## config.mk

```make
export PLATFORM = sky130hd
export DESIGN_NAME = smc_sleep_ctrl
export DESIGN_NICKNAME = d
export VERILOG_FILES = /design/src/include/smc_pkg.sv /design/src/smc_axil_slave.sv /design/src/smc_sleep_ctrl.sv
export VERILOG_INCLUDE_DIRS = /design/src /design/src/include
export SDC_FILE = /design/constraint.sdc
export NUM_CORES = 1
export LEC_CHECK = 0
export BUFFER_PORTS_ARGS = -buffer_cell sky130_fd_sc_hd__clkbuf_2
export CAP_MARGIN = 0
export CORE_AREA = 4 4 89 91
export CTS_BUF_LIST = sky130_fd_sc_hd__clkbuf_4 sky130_fd_sc_hd__clkbuf_8
export DETAILED_ROUTE_END_ITERATION = 8
export DIE_AREA = 0 0 93 95
export PLACE_DENSITY_LB_ADDON = 0.05
export SLEW_MARGIN = 10
export SYNTH_ARGS = -nofsm -noshare
export SYNTH_HDL_FRONTEND = slang
export SYNTH_HIERARCHICAL = 1
export SYNTH_SLANG_ARGS = --single-unit
```

## constraint.sdc

```tcl
create_clock -name clk_sys_i -period 2.89 [get_ports clk_sys_i]
set_clock_uncertainty 0.05 [all_clocks]
set_input_delay 0.578 -clock clk_sys_i [delete_from_list [all_inputs] [get_ports clk_sys_i]]
set_output_delay 0.578 -clock clk_sys_i [all_outputs]
set_load 0.01 [all_outputs]
```

## src/include/smc_consts.svh

```systemverilog
`ifndef SMC_CONSTS_SVH
`define SMC_CONSTS_SVH
`define SMC_ADDR_CTRL 8'h00
`define SMC_ADDR_STAT 8'h04
`define SMC_ADDR_PCLK 8'h08
`define SMC_ADDR_IRQ_STAT 8'h0C
`define SMC_ADDR_IRQ_MASK 8'h10
`define SMC_CTRL_EN_BIT 0
`define SMC_CTRL_MODE_LSB 1
`define SMC_CTRL_RESET 4'h0
`define SMC_PCLK_RESET 8'h00
`define SMC_NUM_PERIPH 8
`define SMC_CPU_HOLD_CYCLES 3'h4
`define SMC_IRQ_SLEEP_BIT 0
`define SMC_IRQ_WAKE_BIT 1
`endif

```

## src/include/smc_pkg.sv

```systemverilog
package smc_pkg;
  typedef enum logic [2:0] {
    SMC_MODE_IDLE = 3'h0,
    SMC_MODE_PDOWN = 3'h2,
    SMC_MODE_PSAVE = 3'h3,
    SMC_MODE_STBY = 3'h6,
    SMC_MODE_ESTBY = 3'h7
  } smc_mode_t;
  typedef enum logic [1:0] {
    SMC_ST_ACTIVE = 2'b00,
    SMC_ST_SLEEP = 2'b01,
    SMC_ST_WAKE = 2'b11
  } smc_state_t;
endpackage

```

## src/smc_axil_slave.sv

```systemverilog
`include "smc_consts.svh"
`default_nettype none
module smc_axil_slave (
  input wire logic clk_sys_i,
  input wire logic rst_n_i,
  input wire logic [7:0] s_axi_awaddr,
  input wire logic s_axi_awvalid,
  output logic s_axi_awready,
  input wire logic [31:0] s_axi_wdata,
  input wire logic [3:0] s_axi_wstrb,
  input wire logic s_axi_wvalid,
  output logic s_axi_wready,
  output logic [1:0] s_axi_bresp,
  output logic s_axi_bvalid,
  input wire logic s_axi_bready,
  input wire logic [7:0] s_axi_araddr,
  input wire logic s_axi_arvalid,
  output logic s_axi_arready,
  output logic [31:0] s_axi_rdata,
  output logic [1:0] s_axi_rresp,
  output logic s_axi_rvalid,
  input wire logic s_axi_rready,
  output logic wr_stb_o,
  output logic [7:0] wr_addr_o,
  output logic [7:0] wr_data_o,
  output logic [7:0] rd_addr_o,
  input wire logic [31:0] rd_data_i,
  input wire logic rd_ok_i,
  input wire logic wr_ok_i
);
  logic aw_have_reg, aw_have_next;
  logic w_have_reg, w_have_next;
  logic [7:0] awaddr_reg, awaddr_next;
  logic [7:0] wdata_reg, wdata_next;
  logic bvalid_reg, bvalid_next;
  logic [1:0] bresp_reg, bresp_next;
  logic rvalid_reg, rvalid_next;
  logic [31:0] rdata_reg, rdata_next;
  logic [1:0] rresp_reg, rresp_next;
  logic do_write;

  assign s_axi_awready = !aw_have_reg && !bvalid_reg;
  assign s_axi_wready = !w_have_reg && !bvalid_reg;
  assign s_axi_arready = !rvalid_reg;
  assign s_axi_bvalid = bvalid_reg;
  assign s_axi_bresp = bresp_reg;
  assign s_axi_rvalid = rvalid_reg;
  assign s_axi_rdata = rdata_reg;
  assign s_axi_rresp = rresp_reg;
  assign rd_addr_o = s_axi_araddr;
  assign do_write = aw_have_reg && w_have_reg;
  assign wr_stb_o = do_write;
  assign wr_addr_o = awaddr_reg;
  assign wr_data_o = wdata_reg;

  always_comb begin
    aw_have_next = aw_have_reg;
    w_have_next = w_have_reg;
    awaddr_next = awaddr_reg;
    wdata_next = wdata_reg;
    bvalid_next = bvalid_reg;
    bresp_next = bresp_reg;
    rvalid_next = rvalid_reg;
    rdata_next = rdata_reg;
    rresp_next = rresp_reg;
    if (s_axi_awvalid && s_axi_awready) begin
      aw_have_next = 1'b1;
      awaddr_next = s_axi_awaddr;
    end
    if (s_axi_wvalid && s_axi_wready) begin
      w_have_next = 1'b1;
      wdata_next = s_axi_wstrb[0] ? s_axi_wdata[7:0] : 8'h00;
    end
    if (do_write) begin
      aw_have_next = 1'b0;
      w_have_next = 1'b0;
      bvalid_next = 1'b1;
      bresp_next = wr_ok_i ? 2'h0 : 2'h2;
    end
    if (bvalid_reg && s_axi_bready) begin
      bvalid_next = 1'b0;
    end
    if (s_axi_arvalid && s_axi_arready) begin
      rvalid_next = 1'b1;
      rdata_next = rd_ok_i ? rd_data_i : 32'h0000_0000;
      rresp_next = rd_ok_i ? 2'h0 : 2'h2;
    end else if (rvalid_reg && s_axi_rready) begin
      rvalid_next = 1'b0;
    end
  end

  always_ff @(posedge clk_sys_i) begin
    if (!rst_n_i) begin
      aw_have_reg <= 1'b0;
      w_have_reg <= 1'b0;
      awaddr_reg <= 8'h00;
      wdata_reg <= 8'h00;
      bvalid_reg <= 1'b0;
      bresp_reg <= 2'h0;
      rvalid_reg <= 1'b0;
      rdata_reg <= 32'h0000_0000;
      rresp_reg <= 2'h0;
    end else begin
      aw_have_reg <= aw_have_next;
      w_have_reg <= w_have_next;
      awaddr_reg <= awaddr_next;
      wdata_reg <= wdata_next;
      bvalid_reg <= bvalid_next;
      bresp_reg <= bresp_next;
      rvalid_reg <= rvalid_next;
      rdata_reg <= rdata_next;
      rresp_reg <= rresp_next;
    end
  end
endmodule
`default_nettype wire

```

## src/smc_sleep_ctrl.sv

```systemverilog
`include "smc_consts.svh"
`default_nettype none
module smc_sleep_ctrl (
  input wire logic clk_sys_i,
  input wire logic rst_n_i,
  input wire logic [7:0] s_axi_awaddr,
  input wire logic s_axi_awvalid,
  output logic s_axi_awready,
  input wire logic [31:0] s_axi_wdata,
  input wire logic [3:0] s_axi_wstrb,
  input wire logic s_axi_wvalid,
  output logic s_axi_wready,
  output logic [1:0] s_axi_bresp,
  output logic s_axi_bvalid,
  input wire logic s_axi_bready,
  input wire logic [7:0] s_axi_araddr,
  input wire logic s_axi_arvalid,
  output logic s_axi_arready,
  output logic [31:0] s_axi_rdata,
  output logic [1:0] s_axi_rresp,
  output logic s_axi_rvalid,
  input wire logic s_axi_rready,
  input wire logic sleep_instr_i,
  input wire logic rtc_enable_i,
  input wire logic osc_enable_i,
  input wire logic wake_addr_match_i,
  input wire logic wake_pin_change_i,
  input wire logic wake_bus_resume_i,
  input wire logic wake_rtc_ovf_i,
  input wire logic wake_rtc_cmp_i,
  input wire logic wake_other_irq_i,
  output logic cpu_clk_en_o,
  output logic [7:0] per_clk_en_o,
  output logic sys_clk_en_o,
  output logic rtc_clk_en_o,
  output logic osc_run_o,
  output logic sleeping_o,
  output logic irq_o
);
  logic wr_stb;
  logic [7:0] wr_addr;
  logic [7:0] wr_data;
  logic [7:0] rd_addr;
  logic [31:0] rd_data;
  logic rd_ok;
  logic wr_ok;
  logic [3:0] ctrl_reg, ctrl_next;
  logic [7:0] pstop_reg, pstop_next;
  logic [1:0] istat_reg, istat_next;
  logic [1:0] imask_reg, imask_next;
  smc_pkg::smc_state_t state_reg, state_next;
  smc_pkg::smc_mode_t mode_reg, mode_next;
  logic [2:0] hold_reg, hold_next;
  logic wake_any;
  logic ev_sleep;
  logic ev_wake;
  logic [2:0] sel_mode;

  smc_axil_slave u_bus (
    .clk_sys_i(clk_sys_i),
    .rst_n_i(rst_n_i),
    .s_axi_awaddr(s_axi_awaddr),
    .s_axi_awvalid(s_axi_awvalid),
    .s_axi_awready(s_axi_awready),
    .s_axi_wdata(s_axi_wdata),
    .s_axi_wstrb(s_axi_wstrb),
    .s_axi_wvalid(s_axi_wvalid),
    .s_axi_wready(s_axi_wready),
    .s_axi_bresp(s_axi_bresp),
    .s_axi_bvalid(s_axi_bvalid),
    .s_axi_bready(s_axi_bready),
    .s_axi_araddr(s_axi_araddr),
    .s_axi_arvalid(s_axi_arvalid),
    .s_axi_arready(s_axi_arready),
    .s_axi_rdata(s_axi_rdata),
    .s_axi_rresp(s_axi_rresp),
    .s_axi_rvalid(s_axi_rvalid),
    .s_axi_rready(s_axi_rready),
    .wr_stb_o(wr_stb),
    .wr_addr_o(wr_addr),
    .wr_data_o(wr_data),
    .rd_addr_o(rd_addr),
    .rd_data_i(rd_data),
    .rd_ok_i(rd_ok),
    .wr_ok_i(wr_ok)
  );

  // Legal mode encodings only
  function automatic logic mode_legal(input logic [2:0] m);
    mode_legal = (m == smc_pkg::SMC_MODE_IDLE) || (m == smc_pkg::SMC_MODE_PDOWN) ||
                 (m == smc_pkg::SMC_MODE_PSAVE) || (m == smc_pkg::SMC_MODE_STBY) ||
                 (m == smc_pkg::SMC_MODE_ESTBY);
  endfunction

  function automatic logic addr_known(input logic [7:0] a);
    addr_known = (a == `SMC_ADDR_CTRL) || (a == `SMC_ADDR_STAT) || (a == `SMC_ADDR_PCLK) ||
                 (a == `SMC_ADDR_IRQ_STAT) || (a == `SMC_ADDR_IRQ_MASK);
  endfunction

  assign sel_mode = ctrl_reg[`SMC_CTRL_MODE_LSB +: 3];
  assign rd_ok = addr_known(rd_addr);
  assign wr_ok = addr_known(wr_addr);

  // Wake sources per mode
  always_comb begin
    wake_any = wake_addr_match_i || wake_pin_change_i || wake_bus_resume_i;
    unique case (mode_reg)
      smc_pkg::SMC_MODE_IDLE: wake_any = wake_any || wake_other_irq_i || wake_rtc_ovf_i ||
                                         wake_rtc_cmp_i;
      smc_pkg::SMC_MODE_PSAVE,
      smc_pkg::SMC_MODE_ESTBY: wake_any = wake_any || (rtc_enable_i &&
                                          (wake_rtc_ovf_i || wake_rtc_cmp_i));
      smc_pkg::SMC_MODE_PDOWN,
      smc_pkg::SMC_MODE_STBY: wake_any = wake_any;
    endcase
  end

  // Sleep sequencer
  always_comb begin
    state_next = state_reg;
    mode_next = mode_reg;
    hold_next = hold_reg;
    ev_sleep = 1'b0;
    ev_wake = 1'b0;
    unique case (state_reg)
      smc_pkg::SMC_ST_ACTIVE: begin
        if (sleep_instr_i && ctrl_reg[`SMC_CTRL_EN_BIT] && mode_legal(sel_mode)) begin
          mode_next = smc_pkg::smc_mode_t'(sel_mode);
          state_next = smc_pkg::SMC_ST_SLEEP;
          ev_sleep = 1'b1;
        end
      end
      smc_pkg::SMC_ST_SLEEP: begin
        if (wake_any) begin
          state_next = smc_pkg::SMC_ST_WAKE;
          hold_next = `SMC_CPU_HOLD_CYCLES;
          ev_wake = 1'b1;
        end
      end
      smc_pkg::SMC_ST_WAKE: begin
        hold_next = hold_reg - 3'h1;
        if (hold_reg == 3'h1) begin
          state_next = smc_pkg::SMC_ST_ACTIVE;
        end
      end
      default: state_next = smc_pkg::SMC_ST_ACTIVE;
    endcase
  end

  // Clock gating per mode
  always_comb begin
    cpu_clk_en_o = (state_reg == smc_pkg::SMC_ST_ACTIVE);
    sys_clk_en_o = 1'b1;
    rtc_clk_en_o = rtc_enable_i;
    osc_run_o = 1'b1;
    per_clk_en_o = ~pstop_reg;
    if (state_reg == smc_pkg::SMC_ST_SLEEP) begin
      unique case (mode_reg)
        smc_pkg::SMC_MODE_IDLE: begin
          cpu_clk_en_o = 1'b0;
        end
        smc_pkg::SMC_MODE_PDOWN: begin
          sys_clk_en_o = 1'b0;
          rtc_clk_en_o = 1'b0;
          osc_run_o = 1'b0;
          per_clk_en_o = 8'h00;
        end
        smc_pkg::SMC_MODE_PSAVE: begin
          sys_clk_en_o = 1'b0;
          osc_run_o = 1'b0;
          per_clk_en_o = 8'h00;
        end
        smc_pkg::SMC_MODE_STBY: begin
          sys_clk_en_o = 1'b0;
          rtc_clk_en_o = 1'b0;
          osc_run_o = osc_enable_i;
          per_clk_en_o = 8'h00;
        end
        smc_pkg::SMC_MODE_ESTBY: begin
          sys_clk_en_o = 1'b0;
          osc_run_o = osc_enable_i;
          per_clk_en_o = 8'h00;
        end
      endcase
    end
    sleeping_o = (state_reg != smc_pkg::SMC_ST_ACTIVE);
    irq_o = |(istat_reg & imask_reg);
  end

  // Registers; state kept across sleep
  always_comb begin
    ctrl_next = ctrl_reg;
    pstop_next = pstop_reg;
    imask_next = imask_reg;
    istat_next = istat_reg;
    if (wr_stb) begin
      unique case (wr_addr)
        `SMC_ADDR_CTRL: ctrl_next = wr_data[3:0];
        `SMC_ADDR_PCLK: pstop_next = wr_data;
        `SMC_ADDR_IRQ_MASK: imask_next = wr_data[1:0];
        `SMC_ADDR_IRQ_STAT: istat_next = istat_reg & ~wr_data[1:0];
        default: ctrl_next = ctrl_reg;
      endcase
    end
    if (ev_sleep) begin
      istat_next[`SMC_IRQ_SLEEP_BIT] = 1'b1;
    end
    if (ev_wake) begin
      istat_next[`SMC_IRQ_WAKE_BIT] = 1'b1;
    end
  end

  // Read mux
  always_comb begin
    rd_data = 32'h0000_0000;
    unique case (rd_addr)
      `SMC_ADDR_CTRL: rd_data[3:0] = ctrl_reg;
      `SMC_ADDR_STAT: rd_data[7:0] = {hold_reg, mode_reg, state_reg};
      `SMC_ADDR_PCLK: rd_data[7:0] = pstop_reg;
      `SMC_ADDR_IRQ_STAT: rd_data[1:0] = istat_reg;
      `SMC_ADDR_IRQ_MASK: rd_data[1:0] = imask_reg;
      default: rd_data = 32'h0000_0000;
    endcase
  end

  always_ff @(posedge clk_sys_i) begin
    if (!rst_n_i) begin
      state_reg <= smc_pkg::SMC_ST_ACTIVE;
      mode_reg <= smc_pkg::SMC_MODE_IDLE;
      hold_reg <= 3'h0;
      ctrl_reg <= `SMC_CTRL_RESET;
      pstop_reg <= `SMC_PCLK_RESET;
      istat_reg <= 2'h0;
      imask_reg <= 2'h0;
    end else begin
      state_reg <= state_next;
      mode_reg <= mode_next;
      hold_reg <= hold_next;
      ctrl_reg <= ctrl_next;
      pstop_reg <= pstop_next;
      istat_reg <= istat_next;
      imask_reg <= imask_next;
    end
  end
endmodule
`default_nettype wire

```

==> results of run 1 <==
metal layers:
metal | GRT usage, % | part of all wire, % | routed length [µm]
met3 | 5.18 | 6.4 | 508
met2 | 28.6 | 45 | 3540
met5 | 0 | 0 | 0
met1 | 24.0 | 48 | 3780
met4 | 5.98 | 1.1 | 87
cells by family (layout without fill, tap and decap cells):
logic type                 after synthesis  after routing
buffers and inverters                   52            125
DFF                                     78             78
AOI/OAI and AO/OA                       82             82
xor gates and xnor gates                 1              1
muxes                                   19             19
and+or+nand+nor                        194            194
adders and majority gates                2              2
other                                    2             26
power groups by stage:
stage | Sequential (mW) | Combinational, mW | Clock, mW
floorplan | 1.14 | 0.132 | 0
global placement | 1.14 | 0.172 | 0
detailed placement | 1.14 | 0.173 | 0
CTS | 1.12 | 0.174 | 0.783
global route | 1.12 | 0.196 | 0.831
finish | 1.12 | 0.173 | 0.763
stage by stage:
| stage | util (%) | setup slack, ns | power (mW) |
|---|---|---|---|
| 2_1_floorplan | - | 0.883 | 1.27 |
| 3_3_place_gp | 56.3 | 0.822 | 1.31 |
| 3_5_place_dp | 56.3 | 0.784 | 1.31 |
| 4_1_cts | 59.0 | 0.401 | 2.07 |
| 5_1_grt | 59.0 | 0.272 | 2.15 |
| 6_report | 59.0 | 0.416 | 2.05 |
area by class of cell:
type / instances / area share [%]
Clock buffer: 12 / 3.78
Clock inverter: 4 / 0.684
Inverter: 10 / 0.892
Multi-Input combinational cell: 324 / 42.5
Sequential cell: 78 / 37.1
Tap cell: 99 / 2.94
Timing Repair Buffer: 99 / 12.1
critical path, cell delays in order (launching register included):
cell and delay, ns:
dfxtp_1 0.53, nor2b_1 0.21, and2_1 0.36, inv_1 0.10, o21a_1 0.18, clkbuf_2 0.12
final timing paths:
check | startpoint | to | slack [ns]
setup reg to reg | u_bus/aw_have_reg | ctrl_reg[2] | 0.91
setup / recovery | state_reg[0] | rtc_clk_en_o | 0.42
hold / removal | u_bus/s_axi_rdata[5] | u_bus/s_axi_rdata[5] | 0.40
hold reg to reg | u_bus/s_axi_rdata[5] | u_bus/s_axi_rdata[5] | 0.40
cells in the mapped netlist, drive strengths merged, types with 2 or more instances:
library cell  count  area [µm²]
nor3              2        10.0
o22ai             2        12.5
mux2i            16         160
nand3b            2        15.0
o221a             2        22.5
nor3b             2        37.5
buf              26         181
o21ai            21         109
nand4             8        56.3
inv               9        33.8
a22oi             4        30.0
nor4b             2        17.5
a21oi            41         205
nand3            48         240
or2               2        12.5
or4               2        18.8
dfxtp            78        1560
a211oi            3        22.5
ha                2        25.0
nor2b             5        31.3
clkbuf           16        60.1
mux4              2        45.0
nand2            82         308
nand2b            4        25.0
a2bb2oi           2        17.5
conb              2        7.51
nor2             27         101
or3               2        12.5
==> results.md, run 1 <==
- Root buffer cell: clkbuf_8
- Sequential share of power: between 50 and 60%
- Internal power: about 1.5 mW
- Final Critical Period: 2.47 ns
- Ys async rst share: 0%
- Die Span Y: roughly 95 µm
- Slew @ Worst Pin: 0.733 ns
- Via count of the routed design: just over 3k
- Core outline area: about 0.0071 mm²
- Crit. End Element: output pin
- Post-synthesis adder-cell area fraction: less than 1%
- Post-synthesis mux area share: about 6.1%
- Clock slew seen by the registers of the worst setup and hold paths: approximately 0.08 ns
- Post-Synth XOR/XNOR Area: 0.248%
- Worst-Skew Late Latency: about 0.34 ns
- Die ar.: ~0.009 mm²
- Post-synth EDFFs: 0
- Inst Count DP: slightly above 600
- Compound-Gate Fraction of Synth Area: 13.6%
- Synth Flop Type: dfxtp_1
- Simple-gate share of the synthesized area: a little over a quarter
- Largest net degree at the start of global routing: 62
- Worst setup SP type: flip-flop
- Initial antenna violation count: 0
- Critical path peak fanout: 11
- Multi-input logic area: roughly 0.0018 mm²
- Slew Limit Fails: 0
- Fin cells: 626
- First-pass GRT wire length: roughly 13000 µm
- Initial Util: between 40% and 50%
- RSZ-0062 raised after global routing: false
- Mean Syn Cell Area: a little over 8 µm²
- # DRC: 0
- # setup viols final: 0
- Nets: ~600
- Gr usage total: around 18%
- FF/Latch Area: 0.00156 mm²
- Syn. warnings: 6
- Final TNS setup: 0 ns
- Static leakage: between 1.5 and 2 nW
- Final hold vios: 0
- Worst hold slack: around 0.40 ns
- Combinational share of power: around 8.4%
- Synth Register Bits: 78
- Grt ovf: 0
- WL per Instance: ~13 µm
- CTS sink count: 78
- Commonest non-fill, non-tap cell in the layout: clkbuf_2
- Area Growth Syn to Fin: 19.4%
- # IOs: about 120
- Maximum VDD drop: 0.267 mV
- FMAX: around 400 MHz
- Share of cells above drive strength 1: about a quarter
- First drt pass iteration count: 4
- Hold-fix buffers, CTS: 0
- Max Cap Viol: 0
- Synth Instances: 430
- Number of global-route vias before repair: ~2.8k
- H-tree Lvls: 3
- Setup bufs post-CTS: 0
- Psw: between 0.5 and 0.6 mW
- Cell Pwr Density: between 400 and 500 mW/mm²
- Clk buf depth: 2
- PortBufs: 93
- DR iter-0 viols: about 120
- PostCTS Resize Cnt: 0
- Die W: a little over 90 µm
- Crit share post-route: between 80% and 90%
- WS Path Type: flip-flop to output pin
- Final WL: 7910 µm
- Clock buffer count from CTS: 9
- Rel. slew slack: 51.1%
- Hold path cells: 2
- CTS tree: built
- Reg2Reg Depth: 5
- Routed Antenna Nets: 0
- Area post-placement: ~0.004 mm²
- Via-per-instance ratio: slightly below 5
- Largest family of logic cells by synthesized area: simple AND/OR/NAND/NOR gates
- Max reg flops: 32
- Worst Path Arrival: around 1.9 ns
- Sw Ratio: 25.5%
- Clk network pwr share: a little under two fifths
- Mapped Area: ~0.0035 mm²
- GP Congestion: a little over 0.8
- Fill cell instance count of the final layout: 726
- Row count: 31
- Inserted Diodes: 0
- DP HPWL: a little under 6000 µm
- Commonest cells after routing, fill and taps aside: clkbuf_2 (93), nand2_1 (82), dfxtp_1 (78)
- Final Cell Area: 0.00421 mm²
- Status: finished, final reports clean
- CP required: approximately 2.3 ns
- Synth cell types: 50
- Register area share after synthesis: 44.3%
- Worst Hold Class: flip-flop to flip-flop
No activity file was read; power rests on OpenSTA's default activity.
==> run 2: changes to the inputs <==
--- a/config.mk
+++ b/config.mk
@@ -6,12 +6,13 @@
 export SDC_FILE = /design/constraint.sdc
 export NUM_CORES = 1
 export LEC_CHECK = 0
+export ABC_AREA = 1
 export BUFFER_PORTS_ARGS = -buffer_cell sky130_fd_sc_hd__clkbuf_2
 export CAP_MARGIN = 0
-export CORE_AREA = 4 4 89 91
+export CORE_AREA = 4 4 91 93
 export CTS_BUF_LIST = sky130_fd_sc_hd__clkbuf_4 sky130_fd_sc_hd__clkbuf_8
 export DETAILED_ROUTE_END_ITERATION = 8
-export DIE_AREA = 0 0 93 95
+export DIE_AREA = 0 0 95 97
 export PLACE_DENSITY_LB_ADDON = 0.05
 export SLEW_MARGIN = 10
 export SYNTH_ARGS = -nofsm -noshare
==> run 2 against run 1 <==
  * Sequential cell count is the same
  * Largest cell class unchanged
  * Design area grew 2.4%
  * Clock power shrank 6.4%
  * Die area grew 4.3%
  * Count of clock-buffer cells in the layout shrank 2
  * Sequential power is essentially flat
  * Critical path type unchanged
  * Highest routed layer unchanged
==> results.md, run 2 <==
- Status: finished, final reports clean
- Final WL: 8470 µm (+7.0%)
- Maximum VDD drop: 0.338 mV (+27%)
- PortBufs: 93 (unchanged)
- Core outline area: 0.00753 mm² (+5.5%)
- Clk buf depth: 2 (unchanged)
- Setup bufs post-CTS: 0 (unchanged)
- Psw: 0.570 mW (+9.2%)
- Most area-hungry cell type in the Yosys netlist: dfxtp_1
- Rel. slew slack: 31.8% (-19 points)
- Crit share post-route: 71.8% (-14 points)
- Worst Setup SP: state_reg[1]
- PostCTS Resize Cnt: 0 (unchanged)
- R2r setup slk: 1.00 ns (+0.09 ns)
- Routed Antenna Nets: 0 (unchanged)
- Pre-CTS WS: 0.917 ns (+0.134 ns)
- Combinational share of power: 11.5% (+3.1 points)
- Row count: 32 (+3.2%)
- Initial Util: 48.5% (-0.92 points)
- Syn. warnings: 6 (unchanged)
- First-pass GRT wire length: 14200 µm (+11%)
- Clk network pwr share: 34.1% (-3.1 points)
- Commonest non-fill, non-tap cell in the layout: nand2_1
- Synth top cells by count: nand2_1 (108), dfxtp_1 (78), nor2_1 (75), a21oi_1 (60), inv_1 (37)
- Synth Flop Type: dfxtp_1
- First drt pass iteration count: 4 (unchanged)
- Slew @ Worst Pin: 1.02 ns (+0.289 ns)
- Gr usage total: 18.8% (+0.61 points)
- Design Power: 2.09 mW (+1.9%)
- Inst Count DP: 696 (+14%)
- H-tree Lvls: 3 (unchanged)
- Worst Path Arrival: 1.45 ns (-0.40 ns)
- Final Cell Area: 0.00431 mm² (+2.4%)
- Worst hold slack: 0.416 ns (+0.0147 ns)
- Inserted Diodes: 0 (unchanged)
- CP required: 2.26 ns (about the same)
- Critical path peak fanout: 10 (-1)
- CTS tree: built
- Worst setup SP type: flip-flop
- WS Path Type: flip-flop to output pin
- Sw Ratio: 27.3% (+1.8 points)
- Synth Instances: 511 (+19%)
- # DRC: 0 (unchanged)
- Worst-Skew Late Latency: 0.34 ns (about the same)
- Hold Path Origin: u_bus/s_axi_rdata[8]
- Via-per-instance ratio: 4.87 (-1.4%)
- Clock buffer count from CTS: 9 (unchanged)
- Final TNS setup: 0 ns (unchanged)
- Fin cells: 712 (+14%)
- Worst Hold Class: flip-flop to flip-flop
- Share of cells above drive strength 1: 21.3% (-3.9 points)
- FF/Latch Area: 0.00156 mm² (unchanged)
- # setup viols final: 0 (unchanged)
- Post-synth top area share: 42.8% (-1.5 points)
- Commonest cells after routing, fill and taps aside: nand2_1 (108), clkbuf_2 (93), dfxtp_1 (78)
- RSZ-0062 raised after global routing: false
- Root buffer cell: clkbuf_8
- Max reg flops: 32 (unchanged)
- Via count of the routed design: 3465 (+12%)
- Nets: 675 (+14%)
- Final hold vios: 0 (unchanged)
- Layout Utilization: 57.2% (-1.7 points)
- Fill cell instance count of the final layout: 778 (+7.2%)
- DP HPWL: 6080 µm (+5.4%)
- CTS sink count: 78 (unchanged)
- Max Cap Viol: 0 (unchanged)
- Most instantiated library cell after synthesis: nand2_1
- Die W: 95 µm (+2.2%)
- Internal power: 1.52 mW (-0.53%)
- Mean Syn Cell Area: 7.14 µm² (-13%)
- FMAX: 482 MHz (+19%)
- Number of global-route vias before repair: 3148 (+13%)
- Die ar.: 0.00922 mm² (+4.3%)
- Hold-fix buffers, CTS: 0 (unchanged)
- Synth Register Bits: 78 (unchanged)
- Reg2Reg Launch Point: u_bus/s_axi_rvalid
- Multi-input logic area: 0.00181 mm² (+1.0%)
- Crit. End Element: output pin
- Mapped Area: 0.00365 mm² (+3.5%)
- Static leakage: 1.96 nW (+17%)
- Synth cell types: 37 (-26%)
- DR iter-0 viols: 180 (+57%)
- Ys async rst share: 0% (unchanged)
- Setup ws final: 0.814 ns (+0.398 ns)
- Grt ovf: 0 (unchanged)
- Post-synth EDFFs: 0 (unchanged)
- GP Congestion: 0.814 (-0.67%)
- Final Critical Period: 2.08 ns (-0.398 ns)
- # IOs: 123 (unchanged)
- Area post-placement: 0.00413 mm² (+2.8%)
- Clock slew seen by the registers of the worst setup and hold paths: 0.08 ns (about the same)
- Cell Pwr Density: 485 mW/mm² (-0.42%)
- Largest cells by area after synthesis: dfxtp_1 (43%), nand2_1 (11%), a21oi_1 (8.2%), nor2_1 (7.7%), nand4_1 (5.8%)
- Slew Limit Fails: 0 (unchanged)
- Area Growth Syn to Fin: 18.1%
- Initial antenna violation count: 0 (unchanged)
- Sequential share of power: 54.3% (about the same)
- Die Span Y: 97 µm (+2.1%)
- Largest net degree at the start of global routing: 42 (-32%)
- Register area share after synthesis: 42.8% (-1.5 points)
- WL per Instance: 11.9 µm (-5.9%)
## run 2: routing by layer
layer	routed length, µm	up-vias	GRT usage [%]
met5	0	-	0
met4	97	0	5.22
met3	433	8	4.90
met2	3970	85	29.6
met1	3970	1533	25.2
li1	-	1839	-
## run 2: area by class of cell
type / count / area share (%)
Clock buffer: 10 / 3.19
Clock inverter: 6 / 0.871
Tap cell: 102 / 2.96
Timing Repair Buffer: 96 / 11.3
Inverter: 40 / 3.48
Multi-Input combinational cell: 380 / 41.9
Sequential cell: 78 / 36.2
## run 2: power groups by stage
| stage | combinational, mW | clock [mW] | sequential (mW) |
|---|---|---|---|
| 2_1_floorplan | 0.194 | 0 | 1.16 |
| 3_3_place_gp | 0.238 | 0 | 1.16 |
| 3_5_place_dp | 0.242 | 0 | 1.16 |
| 4_1_cts | 0.243 | 0.742 | 1.14 |
| 5_1_grt | 0.275 | 0.793 | 1.14 |
| 6_report | 0.241 | 0.714 | 1.14 |
## run 2: path summary, 6_finish.rpt
kind                          endpoint  cells after the start
hold reg to reg   u_bus/s_axi_rdata[8]                      2
setup reg to reg  u_bus/s_axi_rresp[1]                      6
hold / removal    u_bus/s_axi_rdata[8]                      2
setup / recovery          rtc_clk_en_o                      7
## run 2: critical path, stage by stage (launching register included)
cell and delay [ns]:
dfxtp_1 0.34, inv_1 0.07, nand2_1 0.08, nor2_2 0.30, inv_1 0.10, nand2_1 0.07
nand2_1 0.04, clkbuf_2 0.12
## run 2: kinds of logic after synthesis
family	share of synthesized area [%]
DFF	42.8
AOI/OAI and AO/OA	12.5
xor gates and xnor gates	0.240
and+or+nand+nor	33.3
adders and majority gates	0.686
buffers and inverters	10.3
other	0.206
==> run 3: changes to the inputs <==
==> constraint.sdc (replaced) <==
create_clock -name clk_sys_i -period 2 [get_ports clk_sys_i]
set_clock_uncertainty 0.05 [all_clocks]
set_input_delay 0.4 -clock clk_sys_i [delete_from_list [all_inputs] [get_ports clk_sys_i]]
set_output_delay 0.4 -clock clk_sys_i [all_outputs]
set_load 0.01 [all_outputs]
==> run 3 against run 2 <==
  * Sequential power up 44%
  * Critical path type unchanged
  * Design area is 0.96% higher
  * Total power is 47% higher
  * Worst setup slack got worse by 0.62 ns
==> results.md, run 3 (synthesized netlist as in run 2, its figures left out) <==
- Largest net degree at the start of global routing: 38 (-9.5%)
- Die ar.: 0.00922 mm² (unchanged)
- Worst setup SP type: flip-flop
- FMAX: roughly 550 MHz
- Initial antenna violation count: 0 (unchanged)
- Crit. End Element: output pin
- WL per Instance: 12.0 µm (+0.77%)
- First drt pass iteration count: 4 (unchanged)
- Area post-placement: 0.00416 mm² (+0.73%)
- Max Cap Viol: 0 (unchanged)
- Die Span Y: 97 µm (unchanged)
- Worst-Skew Late Latency: 0.34 ns (about the same)
- Worst hold slack: 0.244 ns (-0.172 ns)
- # setup viols final: 0 (unchanged)
- Via-per-instance ratio: 4.90 (+0.68%)
- Final TNS setup: 0 ns (unchanged)
- First-pass GRT wire length: 14200 µm (unchanged)
- Worst Path Arrival: 1.35 ns (-0.10 ns)
- # IOs: 123 (unchanged)
- Psw: 0.876 mW (+54%)
- Commonest cells after routing, fill and taps aside: nand2_1 (108), clkbuf_2 (93), dfxtp_1 (78)
- Clock slew seen by the registers of the worst setup and hold paths: 0.09 ns (about the same)
- PortBufs: 93 (unchanged)
- DR iter-0 viols: 177 (-1.7%)
- Setup bufs post-CTS: 0 (unchanged)
- Crit share post-route: between 90% and 100%
- Fin cells: 716 (+0.56%)
- Pre-CTS WS: 0.211 ns (-0.706 ns)
- RSZ-0062 raised after global routing: false
- Layout Utilization: 57.8% (+0.55 points)
- Area Growth Syn to Fin: 19.2%
- Cell Pwr Density: 705 mW/mm² (+45%)
- Clk network pwr share: 34.9% (+0.8 points)
- Final WL: 8580 µm (+1.3%)
- Most frequent CP cell: nand2_1
- Inst Count DP: 700 (+0.57%)
- Initial Util: 48.5% (unchanged)
- Final hold vios: 0 (unchanged)
- Root buffer cell: clkbuf_8
- Number of global-route vias before repair: 3148 (unchanged)
- Final Critical Period: ~1.8 ns
- WS Path Type: flip-flop to output pin
- DP HPWL: 6230 µm (+2.4%)
- Clk buf depth: 2 (unchanged)
- Slew Limit Fails: 0 (unchanged)
- Clock buffer count from CTS: 9 (unchanged)
- H-tree Lvls: 3 (unchanged)
- Critical path peak fanout: 10 (unchanged)
- Setup ws final: 0.195 ns (-0.619 ns)
- CTS sink count: 78 (unchanged)
- Critical-path cell list: inv_1 > nand2_1 > nor2_4 > inv_1 > nand2_1 > nand2_1 > clkbuf_2
- Share of cells above drive strength 1: 21.8% (+0.51 points)
- # DRC: 0 (unchanged)
- Static leakage: 1.97 nW (+0.92%)
- GP Congestion: 0.790 (-3.0%)
- Commonest non-fill, non-tap cell in the layout: nand2_1
- Die W: 95 µm (unchanged)
- CTS tree: built
- Nets: 679 (+0.59%)
- Inserted Diodes: 0 (unchanged)
- Sw Ratio: 28.6% (+1.3 points)
- Grt ovf: 0 (unchanged)
- Design Power: 3.06 mW (+47%)
- CP required: 1.55 ns (-0.71 ns)
- Delay of the slowest critical-path stage: 0.34 ns (about the same)
- Reg2Reg Depth: 7 (+1)
- Fill cell instance count of the final layout: 795 (+2.2%)
- Combinational share of power: 11.5% (about the same)
- Gr usage total: 18.7% (-0.026 points)
- Crit-path slowest cell: dfxtp_1
- Core outline area: 0.00753 mm² (unchanged)
- Row count: 32 (unchanged)
- Final Cell Area: 0.00435 mm² (+0.96%)
- Hold path cells: 4 (+2)
- Worst Hold Class: input pin to flip-flop
- Maximum VDD drop: 0.432 mV (+28%)
- Status: finished, final reports clean
- Sequential share of power: 53.6% (-0.7 points)
- Internal power: 2.19 mW (+44%)
- Via count of the routed design: 3508 (+1.2%)
- Routed Antenna Nets: 0 (unchanged)
- Max reg flops: 32 (unchanged)
[run 3: layout make-up]
class	count	area, µm²	share of cell area [%]
clock inverters	7	57.6	1.32
well taps	102	128	2.93
inverters	40	150	3.45
clock buffers	9	124	2.85
repair buffers	100	518	11.9
flip-flops and latches	78	1560	35.9
multi-input cells	380	1810	41.6
[run 3: repair_timing]
action | in CTS | in global routing
hold endpoints to repair | 0 | 0
hold buffers | 0 | 0
resized for setup | 0 | 1
setup endpoints to repair | 0 | 1
[run 3: critical path: cells and delay by family (launching register included)]
| family | cells | cell delay [ns] |
|---|---|---|
| buffers and inverters | 3 | 0.27 |
| flip-flops | 1 | 0.34 |
| AND/OR/NAND/NOR | 4 | 0.40 |
[run 3: path summary, 6_finish.rpt]
check | end | slack, ns | start
worst max-delay path | rtc_clk_en_o | 0.20 | state_reg[1]
worst max register to register | pstop_reg[0] | 0.46 | u_bus/aw_have_reg
worst min register to register | u_bus/s_axi_rdata[23] | 0.42 | u_bus/s_axi_rdata[23]
worst min-delay path | u_bus/s_axi_bvalid | 0.24 | s_axi_bready
[run 3: per-layer routing]
metal | global-route usage, % | wire length (µm)
met3 | 3.34 | 371
met2 | 29.9 | 4050
met5 | 0 | 0
met1 | 25.1 | 4020
met4 | 6.77 | 139
[run 3: power groups by stage]
stage | combinational (mW) | clock [mW] | sequential (mW)
final | 0.354 | 1.07 | 1.64
after global routing | 0.403 | 1.17 | 1.65
after detailed placement | 0.355 | 0 | 1.68
after global placement | 0.350 | 0 | 1.68
after CTS | 0.356 | 1.11 | 1.64
after floorplan | 0.280 | 0 | 1.67
